--- src/design/etx_pkg.sv ---
// Functional notes
// - Client words big-endian, start MSB, end anywhere
// - Narrow bus start accepted at any word
// - Octets leave low-order bit first
// - Transmitter inserts gap, delimiters, zero padding
// - Transmitter computes and appends frame check
// - No idles inside a started packet
// - Inputs ignored, idles sent between packets
// - No upper limit on idles between packets
// - Preamble first, header and payload, check last
// - PHY lanes little-endian, lane 0 earliest
// - Address octet 47:40 sent first
// - First bit: low bit of first octet
// - Address bit 40 multicast, bit 41 local
// - Pass-through preamble precedes destination address
// - Addresses keep order under pass-through
// - Accept output marks narrow data taken
// - Narrow bus runs 312.5 or 390.625 MHz; here mclk_in has MCLK_PERIOD_NS of 5.0 (200 MHz)
// - Error on end cycle corrupts the packet
package etx_pkg;

  localparam int unsigned WORD_BITS   = 64;
  localparam int unsigned EMPTY_BITS  = 3;
  localparam int unsigned FIFO_DEPTH  = 16;

  localparam real NARROW_40G_MHZ  = 312.5;
  localparam real NARROW_100G_MHZ = 390.625;
  localparam real MCLK_PERIOD_NS  = 5.0;

  localparam logic [7:0]  CHAR_IDLE   = 8'h07;
  localparam logic [7:0]  CHAR_START  = 8'hFB;
  localparam logic [7:0]  CHAR_TERM   = 8'hFD;
  localparam logic [7:0]  PREAMBLE_B  = 8'h55;
  localparam logic [7:0]  START_DELIM = 8'hD5;
  localparam logic [15:0] MIN_PAYLOAD = 16'h003C;
  localparam logic [3:0]  PRE_LAST    = 4'h7;
  localparam logic [3:0]  FCS_LAST    = 4'h3;
  localparam logic [3:0]  IPG_LAST    = 4'hB;
  localparam logic [31:0] CRC_INIT    = 32'hFFFF_FFFF;
  localparam logic [31:0] CRC_POLY    = 32'hEDB8_8320;

  typedef struct packed {
    logic [WORD_BITS-1:0]  data;
    logic                  sop;
    logic                  eop;
    logic [EMPTY_BITS-1:0] empty;
    logic                  err;
  } etx_word_s;

  typedef struct packed {
    logic [63:0] data;
    logic [7:0]  ctrl;
  } etx_xgmii_s;

  typedef enum logic [6:0] {
    S_IDLE = 7'b000_0001,
    S_PRE  = 7'b000_0010,
    S_DATA = 7'b000_0100,
    S_PAD  = 7'b000_1000,
    S_FCS  = 7'b001_0000,
    S_TERM = 7'b010_0000,
    S_IPG  = 7'b100_0000
  } etx_state_e;

endpackage

--- src/design/etx_fifo.sv ---
`timescale 1ns/1ps
module etx_fifo import etx_pkg::*; #(
  parameter int unsigned WIDTH = 70,
  parameter int unsigned DEPTH = 16
) (
  // Clock and reset
  input  wire logic             mclk_in,
  input  wire logic             reset_in,
  input  wire logic             ce_in,
  // Fill side
  input  wire logic             in_valid_in,
  output logic                  in_ready_out,
  input  wire logic [WIDTH-1:0] in_data_in,
  // Drain side
  output logic                  out_valid_out,
  input  wire logic             out_ready_in,
  output logic [WIDTH-1:0]      out_data_out
);
  localparam int unsigned AW = $clog2(DEPTH);

  logic [WIDTH-1:0] mem [DEPTH];
  logic [AW-1:0]    wr_q;
  logic [AW-1:0]    rd_q;
  logic [AW:0]      cnt_q;
  logic             push;
  logic             pop;

  assign in_ready_out  = (cnt_q != (AW+1)'(DEPTH));
  assign out_valid_out = (cnt_q != '0);
  assign out_data_out  = mem[rd_q];
  assign push          = ce_in && in_valid_in && in_ready_out;
  assign pop           = ce_in && out_valid_out && out_ready_in;

  always_ff @(posedge mclk_in) begin
    if (push) begin
      mem[wr_q] <= in_data_in;
    end
  end

  always_ff @(posedge mclk_in or posedge reset_in) begin
    if (reset_in) begin
      wr_q  <= '0;
      rd_q  <= '0;
      cnt_q <= '0;
    end else begin
      if (push) begin
        wr_q <= (wr_q == AW'(DEPTH-1)) ? '0 : wr_q + 1'b1;
      end
      if (pop) begin
        rd_q <= (rd_q == AW'(DEPTH-1)) ? '0 : rd_q + 1'b1;
      end
      cnt_q <= cnt_q + (AW+1)'(push) - (AW+1)'(pop);
    end
  end
endmodule

--- src/design/etx_crc32.sv ---
`timescale 1ns/1ps
module etx_crc32 import etx_pkg::*; (
  // Clock and reset
  input  wire logic        mclk_in,
  input  wire logic        reset_in,
  input  wire logic        ce_in,
  // Byte stream
  input  wire logic        init_in,
  input  wire logic        en_in,
  input  wire logic [7:0]  byte_in,
  output logic [31:0]      crc_out
);
  // Reflected form, so each byte is folded in low bit first as it goes on the wire.
  function automatic logic [31:0] crc_byte(input logic [31:0] c, input logic [7:0] b);
    logic [31:0] r;
    r = c ^ {24'h00_0000, b};
    for (int i = 0; i < 8; i++) begin
      r = r[0] ? ((r >> 1) ^ CRC_POLY) : (r >> 1);
    end
    return r;
  endfunction

  always_ff @(posedge mclk_in or posedge reset_in) begin
    if (reset_in) begin
      crc_out <= CRC_INIT;
    end else if (ce_in) begin
      if (init_in) begin
        crc_out <= CRC_INIT;
      end else if (en_in) begin
        crc_out <= crc_byte(crc_out, byte_in);
      end
    end
  end
endmodule

--- src/design/etx_mac_tx.sv ---
`timescale 1ns/1ps
module etx_mac_tx import etx_pkg::*; #(
  parameter int unsigned WORDS         = 4,
  parameter int unsigned DEPTH         = FIFO_DEPTH,
  parameter bit          PREAMBLE_PASS = 1'b0
) (
  // Clock, reset and enable
  input  wire logic                       mclk_in,
  input  wire logic                       reset_in,
  input  wire logic                       ce_in,
  // Narrow client bus
  input  wire logic [WORDS*WORD_BITS-1:0] din_in,
  input  wire logic [WORDS-1:0]           din_sop_in,
  input  wire logic [WORDS-1:0]           din_eop_in,
  input  wire logic [WORDS*3-1:0]         din_eop_empty_in,
  input  wire logic [WORDS-1:0]           din_idle_in,
  input  wire logic [WORDS-1:0]           tx_error_in,
  output logic                            din_req_out,
  // PHY side
  output etx_xgmii_s                      xgmii_out,
  output logic                            xgmii_valid_out,
  // Frame status
  output logic                            dest_multicast_out,
  output logic                            dest_local_out
);
  localparam int unsigned WB = $bits(etx_word_s);

  etx_word_s        hold_q [WORDS];
  logic [WORDS-1:0] hold_v_q;
  logic [WORDS-1:0] sel;
  etx_word_s        push_w;
  logic             push_v;
  logic             push_rdy;
  etx_word_s        head;
  logic             head_v;
  logic             pop;
  logic [4:0]       eop_cnt_q;
  etx_state_e       state_q;
  etx_state_e       state_d;
  logic [3:0]       cnt_q;
  logic [2:0]       bi_q;
  logic [15:0]      len_q;
  logic             err_q;
  logic [7:0]       ob;
  logic             oc;
  logic             take;
  logic             last_b;
  logic             crc_init;
  logic             crc_en;
  logic [31:0]      crc;
  logic [2:0]       ln_q;
  etx_xgmii_s       acc_q;
  logic             valid_q;

  // Highest pending word is the earliest on the wire.
  function automatic logic [WORDS-1:0] top_one(input logic [WORDS-1:0] v);
    logic [WORDS-1:0] r;
    r = '0;
    for (int i = 0; i < WORDS; i++) begin
      if (v[i]) begin
        r = '0;
        r[i] = 1'b1;
      end
    end
    return r;
  endfunction

  assign din_req_out = (hold_v_q == '0);
  assign sel         = top_one(hold_v_q);
  assign push_v      = (hold_v_q != '0);

  always_comb begin
    push_w = '0;
    for (int i = 0; i < WORDS; i++) begin
      if (sel[i]) begin
        push_w = hold_q[i];
      end
    end
  end

  // The holding stage trades rate for simplicity: one word per cycle enters the FIFO.
  generate
    for (genvar g = 0; g < WORDS; g++) begin : g_hold
      always_ff @(posedge mclk_in or posedge reset_in) begin
        if (reset_in) begin
          hold_q[g]   <= '0;
          hold_v_q[g] <= 1'b0;
        end else if (ce_in) begin
          if (din_req_out) begin
            hold_q[g].data  <= din_in[g*WORD_BITS +: WORD_BITS];
            hold_q[g].sop   <= din_sop_in[g];
            hold_q[g].eop   <= din_eop_in[g];
            hold_q[g].empty <= din_eop_empty_in[g*3 +: 3];
            hold_q[g].err   <= tx_error_in[g] && din_eop_in[g];
            hold_v_q[g]     <= !din_idle_in[g];
          end else if (sel[g] && push_rdy) begin
            hold_v_q[g] <= 1'b0;
          end
        end
      end
    end
  endgenerate

  etx_fifo #(
    .WIDTH (WB),
    .DEPTH (DEPTH)
  ) u_fifo (
    .mclk_in       (mclk_in),
    .reset_in      (reset_in),
    .ce_in         (ce_in),
    .in_valid_in   (push_v),
    .in_ready_out  (push_rdy),
    .in_data_in    (push_w),
    .out_valid_out (head_v),
    .out_ready_in  (pop),
    .out_data_out  (head)
  );

  // Complete packets waiting; a packet starts only when one is whole or the FIFO is full.
  always_ff @(posedge mclk_in or posedge reset_in) begin
    if (reset_in) begin
      eop_cnt_q <= '0;
    end else if (ce_in) begin
      eop_cnt_q <= eop_cnt_q + 5'(push_v && push_rdy && push_w.eop)
                             - 5'(pop && head.eop);
    end
  end

  assign last_b = head.eop ? (bi_q == 3'(3'd7 - head.empty)) : (bi_q == 3'd7);
  assign take   = (state_q == S_DATA) || (state_q == S_PRE && PREAMBLE_PASS);
  assign pop    = take && head_v && last_b;

  always_comb begin
    state_d  = state_q;
    ob       = CHAR_IDLE;
    oc       = 1'b1;
    crc_init = 1'b0;
    crc_en   = 1'b0;
    unique case (state_q)
      S_IDLE: begin
        crc_init = 1'b1;
        // idles until ready
        // Leaving idle on the last lane puts the start mark in lane 0.
        if (ln_q == 3'd7 && head_v && (eop_cnt_q != '0 || !push_rdy)) begin
          state_d = S_PRE;
        end
      end
      S_PRE: begin
        oc = (cnt_q == 4'h0);
        if (PREAMBLE_PASS) begin
          ob = (cnt_q == 4'h0) ? CHAR_START : head.data[8*(7-bi_q) +: 8];
        end else begin
          ob = (cnt_q == 4'h0) ? CHAR_START :
               (cnt_q == PRE_LAST) ? START_DELIM : PREAMBLE_B;
        end
        if (cnt_q == PRE_LAST) begin
          state_d = S_DATA;
        end
      end
      S_DATA: begin
        ob     = head.data[8*(7-bi_q) +: 8];
        oc     = 1'b0;
        crc_en = 1'b1;
        if (head.eop && last_b) begin
          state_d = (len_q + 16'h0001 < MIN_PAYLOAD) ? S_PAD : S_FCS;
        end
      end
      S_PAD: begin
        ob     = 8'h00;
        oc     = 1'b0;
        crc_en = 1'b1;
        if (len_q + 16'h0001 >= MIN_PAYLOAD) begin
          state_d = S_FCS;
        end
      end
      S_FCS: begin
        ob = ~crc[8*cnt_q[1:0] +: 8] ^ {8{err_q}};
        oc = 1'b0;
        if (cnt_q == FCS_LAST) begin
          state_d = S_TERM;
        end
      end
      S_TERM: begin
        ob      = CHAR_TERM;
        state_d = S_IPG;
      end
      S_IPG: begin
        if (cnt_q == IPG_LAST) begin
          state_d = S_IDLE;
        end
      end
      default: state_d = S_IDLE;
    endcase
  end

  always_ff @(posedge mclk_in or posedge reset_in) begin
    if (reset_in) begin
      state_q <= S_IDLE;
      cnt_q   <= '0;
    end else if (ce_in) begin
      state_q <= state_d;
      cnt_q   <= (state_d != state_q) ? 4'h0 : cnt_q + 4'h1;
    end
  end

  always_ff @(posedge mclk_in or posedge reset_in) begin
    if (reset_in) begin
      bi_q <= '0;
    end else if (ce_in && take) begin
      bi_q <= last_b ? 3'd0 : bi_q + 3'd1;
    end
  end

  always_ff @(posedge mclk_in or posedge reset_in) begin
    if (reset_in) begin
      len_q <= '0;
      err_q <= 1'b0;
    end else if (ce_in) begin
      if (state_q == S_IDLE) begin
        len_q <= '0;
        err_q <= 1'b0;
      end else if (crc_en) begin
        len_q <= len_q + 16'h0001;
        if (state_q == S_DATA && head.eop && last_b) begin
          err_q <= head.err;
        end
      end
    end
  end

  always_ff @(posedge mclk_in or posedge reset_in) begin
    if (reset_in) begin
      dest_multicast_out <= 1'b0;
      dest_local_out     <= 1'b0;
    end else if (ce_in && state_q == S_DATA && len_q == '0) begin
      dest_multicast_out <= ob[0];
      dest_local_out     <= ob[1];
    end
  end

  etx_crc32 u_crc (
    .mclk_in  (mclk_in),
    .reset_in (reset_in),
    .ce_in    (ce_in),
    .init_in  (crc_init),
    .en_in    (crc_en),
    .byte_in  (ob),
    .crc_out  (crc)
  );

  // The lane order itself is the bit reversal: lane 0 goes first, each octet bit 0 first.
  // little-endian lanes
  always_ff @(posedge mclk_in or posedge reset_in) begin
    if (reset_in) begin
      ln_q            <= '0;
      acc_q           <= '0;
      xgmii_out       <= '{data: {8{CHAR_IDLE}}, ctrl: 8'hFF};
      valid_q         <= 1'b0;
    end else if (ce_in) begin
      ln_q                   <= ln_q + 3'd1;
      acc_q.data[8*ln_q +: 8] <= ob;
      acc_q.ctrl[ln_q]       <= oc;
      valid_q                <= (ln_q == 3'd7);
      if (ln_q == 3'd7) begin
        xgmii_out.data <= {ob, acc_q.data[55:0]};
        xgmii_out.ctrl <= {oc, acc_q.ctrl[6:0]};
      end
    end
  end

  // A frozen enable must not repeat the pulse, so the held flag is gated here.
  assign xgmii_valid_out = valid_q && ce_in;
endmodule

--- config.mk ---
export PLATFORM = sky130hd
export DESIGN_NAME = etx_mac_tx
export DESIGN_NICKNAME = d
export VERILOG_FILES = /design/src/design/etx_pkg.sv /design/src/design/etx_fifo.sv /design/src/design/etx_crc32.sv /design/src/design/etx_mac_tx.sv
export SDC_FILE = /design/constraint.sdc
export NUM_CORES = 2
export LEC_CHECK = 0
export ABC_CLOCK_PERIOD_IN_PS = 27400
export BUFFER_PORTS_ARGS = -buffer_cell sky130_fd_sc_hd__buf_2
export CAP_MARGIN = 10
export CORE_MARGIN = 2
export CORE_UTILIZATION = 65
export CTS_CLUSTER_SIZE = 24
export DETAILED_ROUTE_END_ITERATION = 12
export PLACE_DENSITY = 0.81
export SLEW_MARGIN = 20
export SYNTH_ARGS = -nofsm -noshare
export SYNTH_HDL_FRONTEND = slang
export SYNTH_SLANG_ARGS = --single-unit
--- constraint.sdc ---
create_clock -name mclk_in -period 27.4 [get_ports mclk_in]
set_input_delay 2.74 -clock mclk_in [delete_from_list [all_inputs] [get_ports mclk_in]]
set_output_delay 2.74 -clock mclk_in [all_outputs]
set_load 0.01 [all_outputs]
==> results by group <==
Status
  • Status: finished clean

Final layout
  • P&R area growth vs syn: 12.4%
  • Layout Nets: 5,298
  • Commonest non-fill, non-tap cell in the layout: edfxtp_1
  • Filler cell count: slightly below 6,000
  • Final instance area: 74,600 um^2
  • Most frequent cells in the layout: edfxtp_1 (1,104), nand2_1 (1,074), dfrtp_1 (429)
  • Layout cells sized above 1: 22.8%
  • Final core occ: 73.4%
  • Finished Layout Cells: between 6,000 and 7,000

Drt
  • First-pass DRT Iterations: 6
  • Via count: 42,446
  • Vias/cell: approximately 6.5
  • Total Wirelength: 178 mm
  • Average routed wire per standard cell: 27.4 um
  • DRC Markers: 0
  • Iter 0 DRT Violations: 5,855
  • Antenna Nets Post-Route: 0

Global route
  • First-pass GRT wire length: 262 mm
  • Antenna violations before repair: 14
  • Largest net degree at the start of global routing: 192
  • Number of global-route vias before repair: between 40,000 and 50,000
  • Met1 usage: 45.2%
  • Aggregate global-route resource usage: 34.4%
  • Layer with the highest usage: met2
  • Met3 usage: 8.01%
  • Total grt overflow: 0
  • Met2 Use GR: 54.3%

CTS
  • Clock transition at path regs: 0.06 ns
  • Resized cells post-CTS: 0
  • CTS Buffer Depth: 3
  • Clock insertion delay at the later pin of the skew report: a little under 0.8 ns
  • Cts hold-fix bufs: 0
  • Cts bufs inserted: approximately 160
  • # clock sinks: around 1,600
  • Post-CTS Setup Bufs: 0
  • H-tree depth: 4
  • CTS tree: yes
  • CTS Root Cell: clkbuf_16

Setup path
  • Crit Path Category: register to register
  • Critical Path RT: ~28 ns
  • Critical path buffers and inverters: 3
  • CP Capture Type: register
  • Delay of the slowest critical-path stage: 1.01 ns
  • CP Launch Type: register
  • Crit-path slowest cell: dfrtp_4
  • R2R Path Start: u_fifo.rd_q[1]
  • Worst r2r dst: u_crc.crc_out[26]
  • Most frequent CP cell: buf_4
  • Reg2Reg Depth: 13
  • Worst Path Arrival: 7.45 ns
  • CP Cell Sequence: buf_12 -> buf_4 -> buf_4 -> or3b_1 -> o22ai_1 -> nor3_1 -> nand2_1 -> a41oi_1 -> o211a_1 -> xor3_2 -> xnor2_1 -> xnor3_1 -> a21oi_1
  • R2R Setup Slk: around 21 ns
  • Peak fanout along the critical path: 84
  • Worst path top cell family by delay: buffers and inverters

Placement
  • Dpl cells: 6,191
  • Dpl cell area: 69,500 um^2
  • Dpl hpwl: 99.8 mm
  • # port buffers: 358
  • Routability Congestion: 0.875

Logic synthesis
  • Cell taking the most area after synthesis: edfxtp_1
  • FFs w/ async S/R, synth: 31.3%
  • Top cells by area, synth: edfxtp_1 (50%), dfrtp_1 (16%), mux4_2 (7.4%)
  • Gate Count Post-Synth: approximately 4,600
  • Ys Warns: 0
  • Top FF cell, synth: edfxtp_1
  • Synthesis-stage register bit count: approximately 1,600
  • Sequential area share after synthesis: 69.0%
  • Post-synth EDFFs: approximately 1,100
  • Syn_area_per_cell: 14.4 um^2
  • Distinct cells, synth: between 90 and 100
  • Share of the synthesized area in the top cell type: 49.9%
  • Mapped Area: ~66,000 um^2
  • Syn Nets: between 4,000 and 5,000

Floorplan
  • CORE AREA: 102,000 um^2
  • I/O Pins: 363
  • Die span in y: approximately 320 um
  • # rows: 117
  • Die width: 324 um
  • Initial Util: 65.3%
  • Die area: between 100,000 and 150,000 um^2

STA
  • Max_slew headroom: between 10% and 20%
  • Worst Tran Pin Value: 1.27 ns
  • Peak Freq: 148 MHz
  • Worst Skew: 0.0595 ns
  • WHS: approximately 0.47 ns
  • Max-slew violations: 0
  • Final worst-path cycle share: between 20% and 30%
  • Hold Violations, Final: 0
  • Endpoints failing setup: 0
  • Crit path time final: 6.77 ns
  • RSZ-0062 raised after global routing: no
  • Setup_tns: 0 ns

Power
  • Pwr Density: 115 nW/um^2
  • VDD IR max: between 70 and 80 uV
  • Static Leak: about 30 nW

Job
  • Max_cap viols: 0

Hold path
  • Worst min path class: register to register
  • Hold endpoint: hold_q[70]
  • Hold path depth: 2
  • Min-delay src: hold_q[70]
[cells in the mapped netlist (6+ instances only)]
master,count
ha_1,27
nand3b_1,9
nor4_1,10
buf_4,20
xnor2_1,42
nor3_1,29
xnor3_1,14
buf_2,31
a211oi_1,10
buf_6,24
mux2_2,94
nand2b_1,8
a21oi_1,204
nand3_1,42
nor2b_1,12
o22a_1,20
mux4_2,219
nand4_1,16
and2_1,24
mux2i_1,149
xor2_1,15
nor2_1,238
o22ai_1,33
nand2_1,1075
buf_8,10
o21ai_0,172
a2111oi_0,13
o32ai_1,6
dfstp_2,65
o211ai_1,6
inv_1,43
edfxtp_1,1104
clkbuf_1,163
a22o_1,17
o221ai_1,8
buf_1,18
and3_1,10
a22oi_1,39
a31oi_1,18
dfrtp_1,437
[report_power, final]
part	leakage (nW)	total [W]	switching (W)	internal, W
logic	10.9	0.00262	0.00170	0.000919
clock network	2.41	0.00210	0.000927	0.00117
registers	16.3	0.00383	0.000283	0.00355
[cells by family (layout without fill, tap and decap cells)]
group | count (synthesis) | count (layout) | synth area share [%]
adders and majority gates | 29 | 29 | 0.569
other | 0 | 9 | 0
and+or+nand+nor | 1503 | 1503 | 9.19
buffers and inverters | 313 | 816 | 2.48
muxes | 466 | 466 | 11.4
AOI/OAI and AO/OA | 603 | 603 | 5.60
xor gates and xnor gates | 86 | 86 | 1.73
DFF | 1606 | 1606 | 69.0
[per-layer routing]
layer,vias up,wire [um]
met2,3231,84500
met4,14,10200
met1,20919,61100
met5,-,92
li1,17670,-
met3,612,21600
[state kept, by name (all words and copies together) (netlist names)]
| register | flops |
|---|---|
| u_fifo.wr_q | 4 |
| u_crc.crc_out | 32 |
| bi_q | 3 |
| ln_q | 3 |
| hold_v_q | 4 |
| xgmii_out | 72 |
| u_fifo.cnt_q | 5 |
| cnt_q | 4 |
| valid_q | 1 |
| len_q | 16 |
| acc_q | 63 |
| eop_cnt_q | 5 |
| err_q | 1 |
| hold_q | 276 |
| dest_local_out | 1 |
| state_q | 7 |
| dest_multicast_out | 1 |
| u_fifo.mem | 1104 |
| u_fifo.rd_q | 4 |
[worst max path at each step]
stage,startpoint,end,slack (ns),cells after the start
final,u_fifo.rd_q[1],u_crc.crc_out[26],20.63,13
after global routing,u_fifo.rd_q[1],u_crc.crc_out[16],20.47,14
after CTS,u_fifo.rd_q[1],u_crc.crc_out[26],20.67,13
after detailed placement,u_fifo.rd_q[1],u_crc.crc_out[26],20.66,13
after global placement,u_fifo.rd_q[1],u_crc.crc_out[27],20.82,13
after floorplan,reset_in,acc_q[0],10.75,1
[area by class of cell]
| type | count | area (um^2) | area share (%) |
|---|---|---|---|
| inverters | 43 | 169 | 0.226 |
| flip-flops and latches | 1606 | 45800 | 61.4 |
| multi-input cells | 2687 | 19100 | 25.6 |
| well taps | 1368 | 1710 | 2.30 |
| clock buffers | 206 | 4230 | 5.68 |
| diodes | 9 | 22.5 | 0.0302 |
| repair buffers | 487 | 2830 | 3.79 |
| clock inverters | 80 | 711 | 0.953 |
[worst min-delay path: stages (launching register included)]
cell and delay (ns):
dfrtp_1 0.34, nand2_1 0.05, nand2_1 0.05
[per-stage QoR]
step | total power, W | setup WS (ns)
5_1_grt | 0.00888 | 20.47
6_report | 0.00854 | 20.63
3_5_place_dp | 0.00637 | 20.66
2_1_floorplan | 0.00549 | 10.75
3_3_place_gp | 0.00625 | 20.82
4_1_cts | 0.00849 | 20.67
(Power assumes the default switching activity.)
